## config.mk

```make
export PLATFORM = sky130hd
export DESIGN_NAME = bol_exec
export DESIGN_NICKNAME = d
export VERILOG_FILES = /design/src/shared/bol_pkg.sv /design/src/bol_exec.sv
export SDC_FILE = /design/constraint.sdc
export NUM_CORES = 2
export LEC_CHECK = 0
export ABC_AREA = 1
export BUFFER_PORTS_ARGS = -buffer_cell sky130_fd_sc_hd__buf_2
export CORE_MARGIN = 2
export CORE_UTILIZATION = 64
export DETAILED_ROUTE_END_ITERATION = 8
export HOLD_SLACK_MARGIN = 0.03
export PLACE_DENSITY = 0.91
export SKIP_LAST_GASP = 1
export SYNTH_ARGS = -nofsm -noshare
export SYNTH_HDL_FRONTEND = slang
export SYNTH_SLANG_ARGS = --single-unit
```

## constraint.sdc

```tcl
create_clock -name aclk -period 3.26 [get_ports aclk]
set_input_delay 0.489 -clock aclk [delete_from_list [all_inputs] [get_ports aclk]]
set_output_delay 0.489 -clock aclk [all_outputs]
set_load 0.03 [all_outputs]
```

## src/shared/bol_pkg.sv

```systemverilog
// Package: constants and types for the bit-operation and data-load execution block
`default_nettype none
package bol_pkg;

  // ----------------------------------------------------------------
  // Register map
  // ----------------------------------------------------------------
  localparam logic [7:0] OFF_CMD    = 8'h00;
  localparam logic [7:0] OFF_ARG    = 8'h04;
  localparam logic [7:0] OFF_STATUS = 8'h08;
  localparam logic [7:0] OFF_RSEL   = 8'h0c;
  localparam logic [7:0] OFF_RDATA  = 8'h10;

  // ----------------------------------------------------------------
  // Command word fields
  // ----------------------------------------------------------------
  localparam int CMD_OP_LSB  = 0;
  localparam int CMD_DST_LSB = 8;
  localparam int CMD_BIT_LSB = 16;
  localparam int CMD_PTR_LSB = 20;
  localparam int STAT_BUSY   = 8;
  localparam int DISP_W      = 6;

  // ----------------------------------------------------------------
  // Status flag positions and reset values
  // ----------------------------------------------------------------
  localparam int FLG_C = 0;
  localparam int FLG_Z = 1;
  localparam int FLG_N = 2;
  localparam int FLG_V = 3;
  localparam int FLG_S = 4;
  localparam int FLG_H = 5;
  localparam int FLG_T = 6;
  localparam int FLG_I = 7;
  localparam logic [7:0]  FLAGS_RST = 8'h00;
  localparam logic [15:0] ARG_RST   = 16'h0000;
  localparam logic [4:0]  PTR_BASE  = 5'h1a;
  localparam logic [1:0]  RESP_OKAY   = 2'h0;
  localparam logic [1:0]  RESP_SLVERR = 2'h2;

  // ----------------------------------------------------------------
  // Types
  // ----------------------------------------------------------------
  typedef enum logic [3:0] {
    op_nop, op_rotr, op_ashr, op_tstore, op_tfetch, op_fset, op_fclr,
    op_ind, op_ind_inc, op_ind_dec, op_disp, op_dir
  } bol_op_type;

  typedef enum logic [0:0] {st_idle, st_load} bol_st_type;

  typedef struct packed {
    logic [15:0] addr;
    logic        rd;
  } bol_mem_req_type;

endpackage : bol_pkg
`default_nettype wire

```

## src/bol_exec.sv

```systemverilog
// Module: bit-operation and data-load execution unit with AXI4-Lite control
//
// How it works
// - Rotate right through carry, one place; flags Z,C,N,V updated in one cycle
// - Arithmetic shift right keeps bit 7; flags Z,C,N,V updated in one cycle
// - Bit store copies selected register bit into T only, one cycle
// - Bit load writes T into selected register bit, flags unchanged, one cycle
// - Each status flag can be set alone, others untouched, one cycle
// - Each status flag can be cleared alone; generic form picks bit by operand
// - Sign flag settable directly by the generic flag set with bit 4 selected, one cycle
// - Overflow clear zeroes only V in one cycle
// - Indirect load via X, Y or Z, optional post-increment, two cycles
// - Pre-decrement load lowers pointer first, reads new address, two cycles
// - Displacement load reads X, Y or Z plus offset, pointer unchanged, two cycles
// - Direct load reads byte at immediate address, two cycles, no flags
//
// The placing of the registers and register access over AXI4-Lite were chosen for this implementation.
`default_nettype none
module bol_exec
  import bol_pkg::*;
(
  input  wire logic                      aclk,           // Core clock
  input  wire logic                      aresetn,        // Sync reset, active low
  input  wire logic [7:0]                awaddr,         // Write address
  input  wire logic                      awvalid,        // Write address valid
  output logic                           awready,        // Write address ready
  input  wire logic [31:0]               wdata,          // Write data
  input  wire logic [3:0]                wstrb,          // Write strobes
  input  wire logic                      wvalid,         // Write data valid
  output logic                           wready,         // Write data ready
  output logic [1:0]                     bresp,          // Write response
  output logic                           bvalid,         // Write response valid
  input  wire logic                      bready,         // Write response ready
  input  wire logic [7:0]                araddr,         // Read address
  input  wire logic                      arvalid,        // Read address valid
  output logic                           arready,        // Read address ready
  output logic [31:0]                    rdata,          // Read data
  output logic [1:0]                     rresp,          // Read response
  output logic                           rvalid,         // Read data valid
  input  wire logic                      rready,         // Read data ready
  output bol_pkg::bol_mem_req_type       mem_req,        // Data memory request
  input  wire logic [7:0]                mem_rdata,      // Data byte, sampled in the same cycle as rd
  output logic [7:0]                     status_register // Live status flags
);
  import bol_pkg::*;

  // ----------------------------------------------------------------
  // State
  // ----------------------------------------------------------------
  typedef struct packed {
    logic [31:0][7:0] rf;
    logic [7:0]       flags;
    bol_st_type       st;
    logic [4:0]       pend_dst;
    logic [1:0]       pend_ptr;
    logic             pend_post;
    bol_mem_req_type  mem;
    logic [15:0]      arg;
    logic [4:0]       rf_sel;
    logic             bvalid;
    logic [1:0]       bresp;
    logic             rvalid;
    logic [31:0]      rdata;
    logic [1:0]       rresp;
  } bol_state_type;

  bol_state_type state_reg;
  bol_state_type state_next;

  logic        aw_take;
  logic        ar_take;
  logic        h_fire;
  bol_op_type  h_op;
  logic [4:0]  h_d;
  logic [2:0]  h_b;
  logic [1:0]  h_p;
  logic [7:0]  h_dv;
  logic [15:0] h_pv;
  logic [15:0] h_ldpv;

  // ----------------------------------------------------------------
  // Helpers
  // ----------------------------------------------------------------
  function automatic logic [4:0] ptr_lo(input logic [1:0] sel);
    logic [1:0] s;
    s = (sel == 2'h3) ? 2'h2 : sel;
    ptr_lo = PTR_BASE + {2'h0, s, 1'b0};
  endfunction : ptr_lo

  function automatic logic [15:0] ptr_val(input logic [31:0][7:0] rf, input logic [1:0] sel);
    ptr_val = {rf[ptr_lo(sel) + 5'h01], rf[ptr_lo(sel)]};
  endfunction : ptr_val

  function automatic logic [7:0] shift_flags(input logic [7:0] sr, input logic [7:0] res,
                                             input logic cout);
    logic [7:0] f;
    f        = sr;
    f[FLG_C] = cout;
    f[FLG_Z] = (res == 8'h00);
    f[FLG_N] = res[7];
    f[FLG_V] = res[7] ^ cout;
    f[FLG_S] = res[7] ^ f[FLG_V];
    shift_flags = f;
  endfunction : shift_flags

  assign aw_take = awvalid && wvalid && !state_reg.bvalid;
  assign ar_take = arvalid && !state_reg.rvalid;
  assign h_fire  = aw_take && (awaddr == OFF_CMD) && (state_reg.st == st_idle);
  assign h_op    = bol_op_type'(wdata[CMD_OP_LSB +: 4]);
  assign h_d     = wdata[CMD_DST_LSB +: 5];
  assign h_b     = wdata[CMD_BIT_LSB +: 3];
  assign h_p     = wdata[CMD_PTR_LSB +: 2];
  assign h_dv    = state_reg.rf[h_d];
  assign h_pv    = ptr_val(state_reg.rf, h_p);
  assign h_ldpv  = ptr_val(state_reg.rf, state_reg.pend_ptr);

  // ----------------------------------------------------------------
  // Next state
  // ----------------------------------------------------------------
  always_comb
  begin
    logic [7:0]  res;
    logic [15:0] pdec;
    logic [15:0] pinc;
    res  = 8'h00;
    pdec = h_pv - 16'h0001;
    pinc = h_ldpv + 16'h0001;
    state_next        = state_reg;
    state_next.mem.rd = 1'b0;
    if (state_reg.bvalid && bready)
    begin
      state_next.bvalid = 1'b0;
    end
    if (state_reg.rvalid && rready)
    begin
      state_next.rvalid = 1'b0;
    end
    // Second cycle of a load: capture byte, then optional post-increment
    if (state_reg.st == st_load)
    begin
      state_next.rf[state_reg.pend_dst] = mem_rdata;
      if (state_reg.pend_post)
      begin
        state_next.rf[ptr_lo(state_reg.pend_ptr)]         = pinc[7:0];
        state_next.rf[ptr_lo(state_reg.pend_ptr) + 5'h01] = pinc[15:8];
      end
      state_next.st = st_idle;
    end
    if (aw_take)
    begin
      state_next.bvalid = 1'b1;
      state_next.bresp  = RESP_OKAY;
      unique case (awaddr)
        OFF_CMD:
        begin
          if (state_reg.st != st_idle)
          begin
            state_next.bresp = RESP_SLVERR;
          end
          else
          begin
            state_next.pend_dst  = h_d;
            state_next.pend_ptr  = h_p;
            state_next.pend_post = 1'b0;
            case (h_op)
              op_rotr:
              begin
                res = {state_reg.flags[FLG_C], h_dv[7:1]};
                state_next.rf[h_d] = res;
                state_next.flags   = shift_flags(state_reg.flags, res, h_dv[0]);
              end
              op_ashr:
              begin
                res = {h_dv[7], h_dv[7:1]};
                state_next.rf[h_d] = res;
                state_next.flags   = shift_flags(state_reg.flags, res, h_dv[0]);
              end
              op_tstore: state_next.flags[FLG_T] = h_dv[h_b];
              op_tfetch: state_next.rf[h_d][h_b] = state_reg.flags[FLG_T];
              op_fset:   state_next.flags[h_b] = 1'b1;
              op_fclr:   state_next.flags[h_b] = 1'b0;
              op_ind, op_ind_inc:
              begin
                state_next.mem       = '{addr: h_pv, rd: 1'b1};
                state_next.pend_post = (h_op == op_ind_inc);
                state_next.st        = st_load;
              end
              op_ind_dec:
              begin
                state_next.rf[ptr_lo(h_p)]         = pdec[7:0];
                state_next.rf[ptr_lo(h_p) + 5'h01] = pdec[15:8];
                state_next.mem = '{addr: pdec, rd: 1'b1};
                state_next.st  = st_load;
              end
              op_disp:
              begin
                state_next.mem = '{addr: h_pv + {10'h000, state_reg.arg[DISP_W-1:0]},
                                   rd: 1'b1};
                state_next.st  = st_load;
              end
              op_dir:
              begin
                state_next.mem = '{addr: state_reg.arg, rd: 1'b1};
                state_next.st  = st_load;
              end
              default: state_next.bresp = RESP_OKAY;
            endcase
          end
        end
        OFF_ARG:
        begin
          if (wstrb[0])
          begin
            state_next.arg[7:0] = wdata[7:0];
          end
          if (wstrb[1])
          begin
            state_next.arg[15:8] = wdata[15:8];
          end
        end
        OFF_STATUS:
        begin
          if (wstrb[0])
          begin
            state_next.flags = wdata[7:0];
          end
        end
        OFF_RSEL:
        begin
          if (wstrb[0])
          begin
            state_next.rf_sel = wdata[4:0];
          end
        end
        OFF_RDATA:
        begin
          if (wstrb[0])
          begin
            state_next.rf[state_reg.rf_sel] = wdata[7:0];
          end
        end
        default: state_next.bresp = RESP_SLVERR;
      endcase
    end
    if (ar_take)
    begin
      state_next.rvalid = 1'b1;
      state_next.rresp  = RESP_OKAY;
      state_next.rdata  = 32'h0000_0000;
      unique case (araddr)
        OFF_CMD:    state_next.rdata = 32'h0000_0000;
        OFF_ARG:    state_next.rdata = {16'h0000, state_reg.arg};
        OFF_STATUS: state_next.rdata = {23'h00_0000, state_reg.st == st_load,
                                        state_reg.flags};
        OFF_RSEL:   state_next.rdata = {27'h000_0000, state_reg.rf_sel};
        OFF_RDATA:  state_next.rdata = {24'h00_0000, state_reg.rf[state_reg.rf_sel]};
        default:    state_next.rresp = RESP_SLVERR;
      endcase
    end
  end

  always_ff @(posedge aclk)
  begin
    if (!aresetn)
    begin
      state_reg       <= '0;
      state_reg.flags <= FLAGS_RST;
      state_reg.arg   <= ARG_RST;
      state_reg.st    <= st_idle;
    end
    else
    begin
      state_reg <= state_next;
    end
  end

  // ----------------------------------------------------------------
  // Outputs
  // ----------------------------------------------------------------
  assign awready         = aw_take;
  assign wready          = aw_take;
  assign bvalid          = state_reg.bvalid;
  assign bresp           = state_reg.bresp;
  assign arready         = !state_reg.rvalid;
  assign rvalid          = state_reg.rvalid;
  assign rdata           = state_reg.rdata;
  assign rresp           = state_reg.rresp;
  assign mem_req         = state_reg.mem;
  assign status_register = state_reg.flags;
endmodule : bol_exec
`default_nettype wire

```

==> flow_summary_export.csv, run 1 <==
group,metric,value,unit
synthesis,synthCells,5634,
cts,cts_setup_buffers,0,
floorplanning,ios,133,
synthesis,synth_flop_cell,"dfxtp_1",
global_routing,first_global_vias,46700,
cts,clk_path_buf_depth,3,
placement,pre_cts_slack,-0.144,ns
status,failed_stage,"global routing (5_1_grt)",
cts,cts.sinks,331,
synthesis,seq_area_frac_synth,0.202,
synthesis,synth-seq-cells,331,
cts,htreeDepth,2,
synthesis,synth_cell_type_count,66,
floorplanning,rows,83,
placement,port_buffers,101,
placement,place_area,0.0351,mm²
cts,hold_buffers,0,
global_routing,grt_pass1_wl,293000,µm
placement,dp.cells,6314,
status,status,"aborted with a tool error",
global_routing,grt-ovfl-total,201,
floorplanning,die_w,231,µm
synthesis,synthArstFlopShare,0,
placement,dp_hpwl,117000,µm
synthesis,synth_edf_count,0,
status,tool.error,"[ERROR GRT-0116] Global routing finished with congestion. Check the congestion regions in the DRC Viewer.",
global_routing,track_usage,0.720,
placement,place_congestion,1.44,
floorplanning,initial_core_util,0.644,
floorplanning,die_h,231,µm
cts,post_cts_resized,0,
cts,root_buffer,"clkbuf_16",
synthesis,yosys_warnings,0,
global_routing,grt_max_degree,99,
synthesis,syn_area,0.0329,mm²
synthesis,avgSynthCellArea,5.83,µm²
cts,cts_made_buffers,40,
==> cell families after synthesis <==
group | Yosys count | synth area share
xor+xnor | 21 | 0.00560
simple gates | 1955 | 0.251
compound gates | 2330 | 0.411
flops | 331 | 0.202
buf+inv | 987 | 0.127
other cells | 1 | 0.000114
fa+ha+maj | 9 | 0.00366
==> through the flow <==
stage / hold WS (ns) / TNS, ns
after floorplan: 0.446 / 0
after global placement: 0.452 / -0.461
after detailed placement: 0.459 / -1.78
after CTS: 0.143 / 0
==> cell usage after synthesis, types with 6 or more instances <==
cell | count | area [µm²]
a211oi_1 | 6 | 45.0
a21oi_1 | 674 | 3370
a221oi_1 | 12 | 105
a22o_1 | 10 | 87.6
a22oi_1 | 203 | 1520
a31oi_1 | 51 | 319
a32oi_1 | 11 | 96.3
a41oi_1 | 7 | 61.3
buf_1 | 27 | 101
buf_2 | 68 | 340
buf_4 | 71 | 533
buf_6 | 17 | 191
clkbuf_1 | 280 | 1050
clkinv_1 | 11 | 41.3
dfxtp_1 | 331 | 6630
ha_1 | 8 | 100
inv_1 | 465 | 1750
inv_2 | 47 | 176
nand2_1 | 1158 | 4350
nand2_2 | 11 | 68.8
nand3_1 | 210 | 1050
nand4_1 | 26 | 163
nor2_1 | 393 | 1480
nor2_2 | 25 | 156
nor2_4 | 14 | 158
nor3_1 | 42 | 210
nor3_2 | 15 | 150
o2111ai_1 | 13 | 114
o211ai_1 | 101 | 758
o211ai_2 | 9 | 113
o21a_1 | 8 | 60.1
o21ai_0 | 849 | 4250
o21ai_1 | 99 | 495
o221ai_1 | 90 | 788
o22ai_1 | 141 | 882
o311ai_1 | 14 | 123
or2_2 | 38 | 238
xor2_1 | 16 | 140
==> layer usage <==
layer | global-route usage | GRT overflow
met5 | 0.314 | 3
met4 | 0.663 | 96
met3 | 0.634 | 16
met2 | 0.835 | 79
met1 | 0.734 | 7
==> run 2: changes to the inputs <==
Settings changed: CORE_UTILIZATION 64 to 40, HOLD_SLACK_MARGIN 0.03 to unset, PLACE_DENSITY 0.91 to unset, PLACE_DENSITY_LB_ADDON set to 0.15.
==> run 2 against run 1 <==
Effect of this change: area after synthesis stayed put; the run now ends clean; synthesized cell count stayed put.
==> flow_summary_export.csv, run 2 <==
group,metric,value,unit
cts,cts_made_buffers,47,
synthesis,synth_flop_cell,"dfxtp_1",
cts,clk_pin_slew_worst_paths,0.06,ns
timing,fin_skew,0.0243,ns
floorplanning,rows,105,
placement,port_buffers,101,
synthesis,seq_area_frac_synth,0.202,
placement,pre_cts_slack,-0.220,ns
layout,nets,6049,
routing,first_pass_iters,9,
placement,place_congestion,1.10,
floorplanning,coreArea,0.0817,mm²
critical_path,crit_arrival,3.71,ns
floorplanning,initial_core_util,0.402,
timing,min_period_over_period,0.984,
placement,dp_hpwl,163000,µm
critical_path,worst-endpoint-required,3.76,ns
power_and_ir_drop,peakVddDrop,0.398,mV
synthesis,synthArstFlopShare,0,
synthesis,synth-seq-cells,331,
critical_path,critical_path_class,"reg -> reg",
cts,cts.sinks,331,
synthesis,synthCells,5634,
synthesis,avgSynthCellArea,5.83,µm²
flow_run,maxCapViolations,0,
layout,multi_input_area,0.0223,mm²
routing,routedWlPerCell,31.8,µm
power_and_ir_drop,finalPower,0.0120,W
layout,final_layout_size_suffix_gt1_frac,0.174,
synthesis,yosysTopAreaCell,"dfxtp_1",
layout,layoutNonFillerInstCount,7087,
global_routing,grt_antenna_before_repair,13,
global_routing,grt_pass1_wl,314000,µm
power_and_ir_drop,power_density,301,mW/mm²
synthesis,syn_area,0.0329,mm²
synthesis,synth_edf_count,0,
cts,htreeDepth,2,
layout,final_common_cell,"nand2_1",
timing,finalSetupTns,0,ns
timing,finalCriticalPeriod,3.21,ns
layout,largest_reg_flops,286,
routing,ant_nets,0,
synthesis,synth_commonest_cells,"nand2_1 (1158), o21ai_0 (849), a21oi_1 (674)",
synthesis,synthTopCellsByArea,"dfxtp_1 (20%), nand2_1 (13%), o21ai_0 (13%), a21oi_1 (10%), inv_1 (5.3%)",
routing,drc,0,
routing,num_vias,46900,
routing,wl,225000,µm
floorplanning,die_w,291,µm
cts,cts_tree,"built",
floorplanning,die_h,291,µm
timing,drv_slew,0,
timing,hold_viol,0,
synthesis,synthDominantCellAreaShare,0.202,
floorplanning,ios,133,
cts,clk_latency,0.64,ns
synthesis,synth_cell_type_count,66,
cts,root_buffer,"clkbuf_16",
critical_path,cp-end-kind,"flip-flop",
synthesis,yosys_warnings,0,
timing,worst_slack,0.0512,ns
hold_path,hold_path_class,"in -> reg",
global_routing,first_global_vias,42100,
timing,tightest_slew,1.14,ns
global_routing,grt_max_degree,102,
placement,dp.cells,6992,
critical_path,crit_fanout,18,
layout,area_delta_synth_final,21.2,%
routing,via_per_inst,6.62,
status,status,"complete, no violations",
timing,setup_viol,0,
cts,hold_buffers,0,
floorplanning,die_area,0.0844,mm²
routing,drt-initial-drc-count,7365,
global_routing,grt-ovfl-total,0,
synthesis,synth_most_common_cell,"nand2_1",
layout,fillers,8859,
cts,clk_path_buf_depth,3,
critical_path,startpoint_type,"flip-flop",
layout,postLayoutCoreUtil,0.487,
timing,max-slew-margin-rel,0.237,
global_routing,track_usage,0.511,
power_and_ir_drop,p_leak,16.5,nW
layout,ff_latch_area,0.00664,mm²
timing,fmax,312,MHz
layout,final_cell_mix,"nand2_1 (1154), o21ai_0 (844), a21oi_1 (674)",
-- run 2: worst paths after layout --
| kind | startpoint | endpoint | slack [ns] | depth (start not counted) |
|---|---|---|---|---|
| worst max-delay path | state_reg[38] | rdata[0] | 0.05 | 12 |
| worst max register to register | state_reg[38] | rdata[0] | 0.05 | 12 |
| worst min-delay path | wdata[15] | state_reg[58] | 0.11 | 3 |
| worst min register to register | rdata[8] | rdata[8] | 0.47 | 2 |
-- run 2: final cells by class --
class | count | share of cell area
Antenna cell | 5 | 0.000314
Clock buffer | 69 | 0.0354
Clock inverter | 19 | 0.00487
Inverter | 524 | 0.0498
Multi-Input combinational cell | 4333 | 0.560
Sequential cell | 331 | 0.167
Tap cell | 1070 | 0.0336
Timing Repair Buffer | 736 | 0.150
-- run 2: report_power, final --
group          total (W)  internal (W)  switching [W]
Combinational    0.00236      0.000627        0.00173
Sequential       0.00407       0.00406      0.0000104
Clock            0.00555       0.00316        0.00239
-- run 2: logic make-up after synthesis --
kind of cell               after synthesis  share of synthesized area
other                                    1                   0.000114
buffers and inverters                  987                      0.127
DFF                                    331                      0.202
xor gates and xnor gates                21                    0.00560
and+or+nand+nor                       1955                      0.251
AOI/OAI and AO/OA                     2330                      0.411
adders and majority gates                9                    0.00366
-- run 2: layer usage --
layer,part of all wire,vias to the layer above,track usage
li1,-,20300,-
met1,0.36,21700,0.624
met2,0.40,3807,0.740
met3,0.13,1112,0.145
met4,0.10,10,0.427
met5,0.00028,-,0
-- run 2: stage by stage --
stage / hold slack (ns) / area (µm²)
6_report: 0.113 / 39800
5_1_grt: 0.142 / 39800
4_1_cts: 0.102 / 39700
3_5_place_dp: 0.463 / 38100
3_3_place_gp: 0.457 / 38100
2_1_floorplan: 0.446 / 32900
-- run 2: what timing repair did --
item	in CTS	in global routing
resized for setup	2	25
setup buffers	0	2
cloned	0	0
setup endpoints to repair	2	33
-- run 2: critical path, cell delays in order, from the launching register on --
cell	delay (ns)
dfxtp_2	0.40
inv_1	0.28
nor2_4	0.07
buf_4	0.23
a22oi_1	0.22
o221ai_1	0.24
a22o_1	0.34
a221oi_1	0.39
buf_4	0.20
nand3_1	0.13
o21ai_1	0.35
buf_4	0.18
a21oi_1	0.05
No activity file was read; power rests on OpenSTA's default activity.
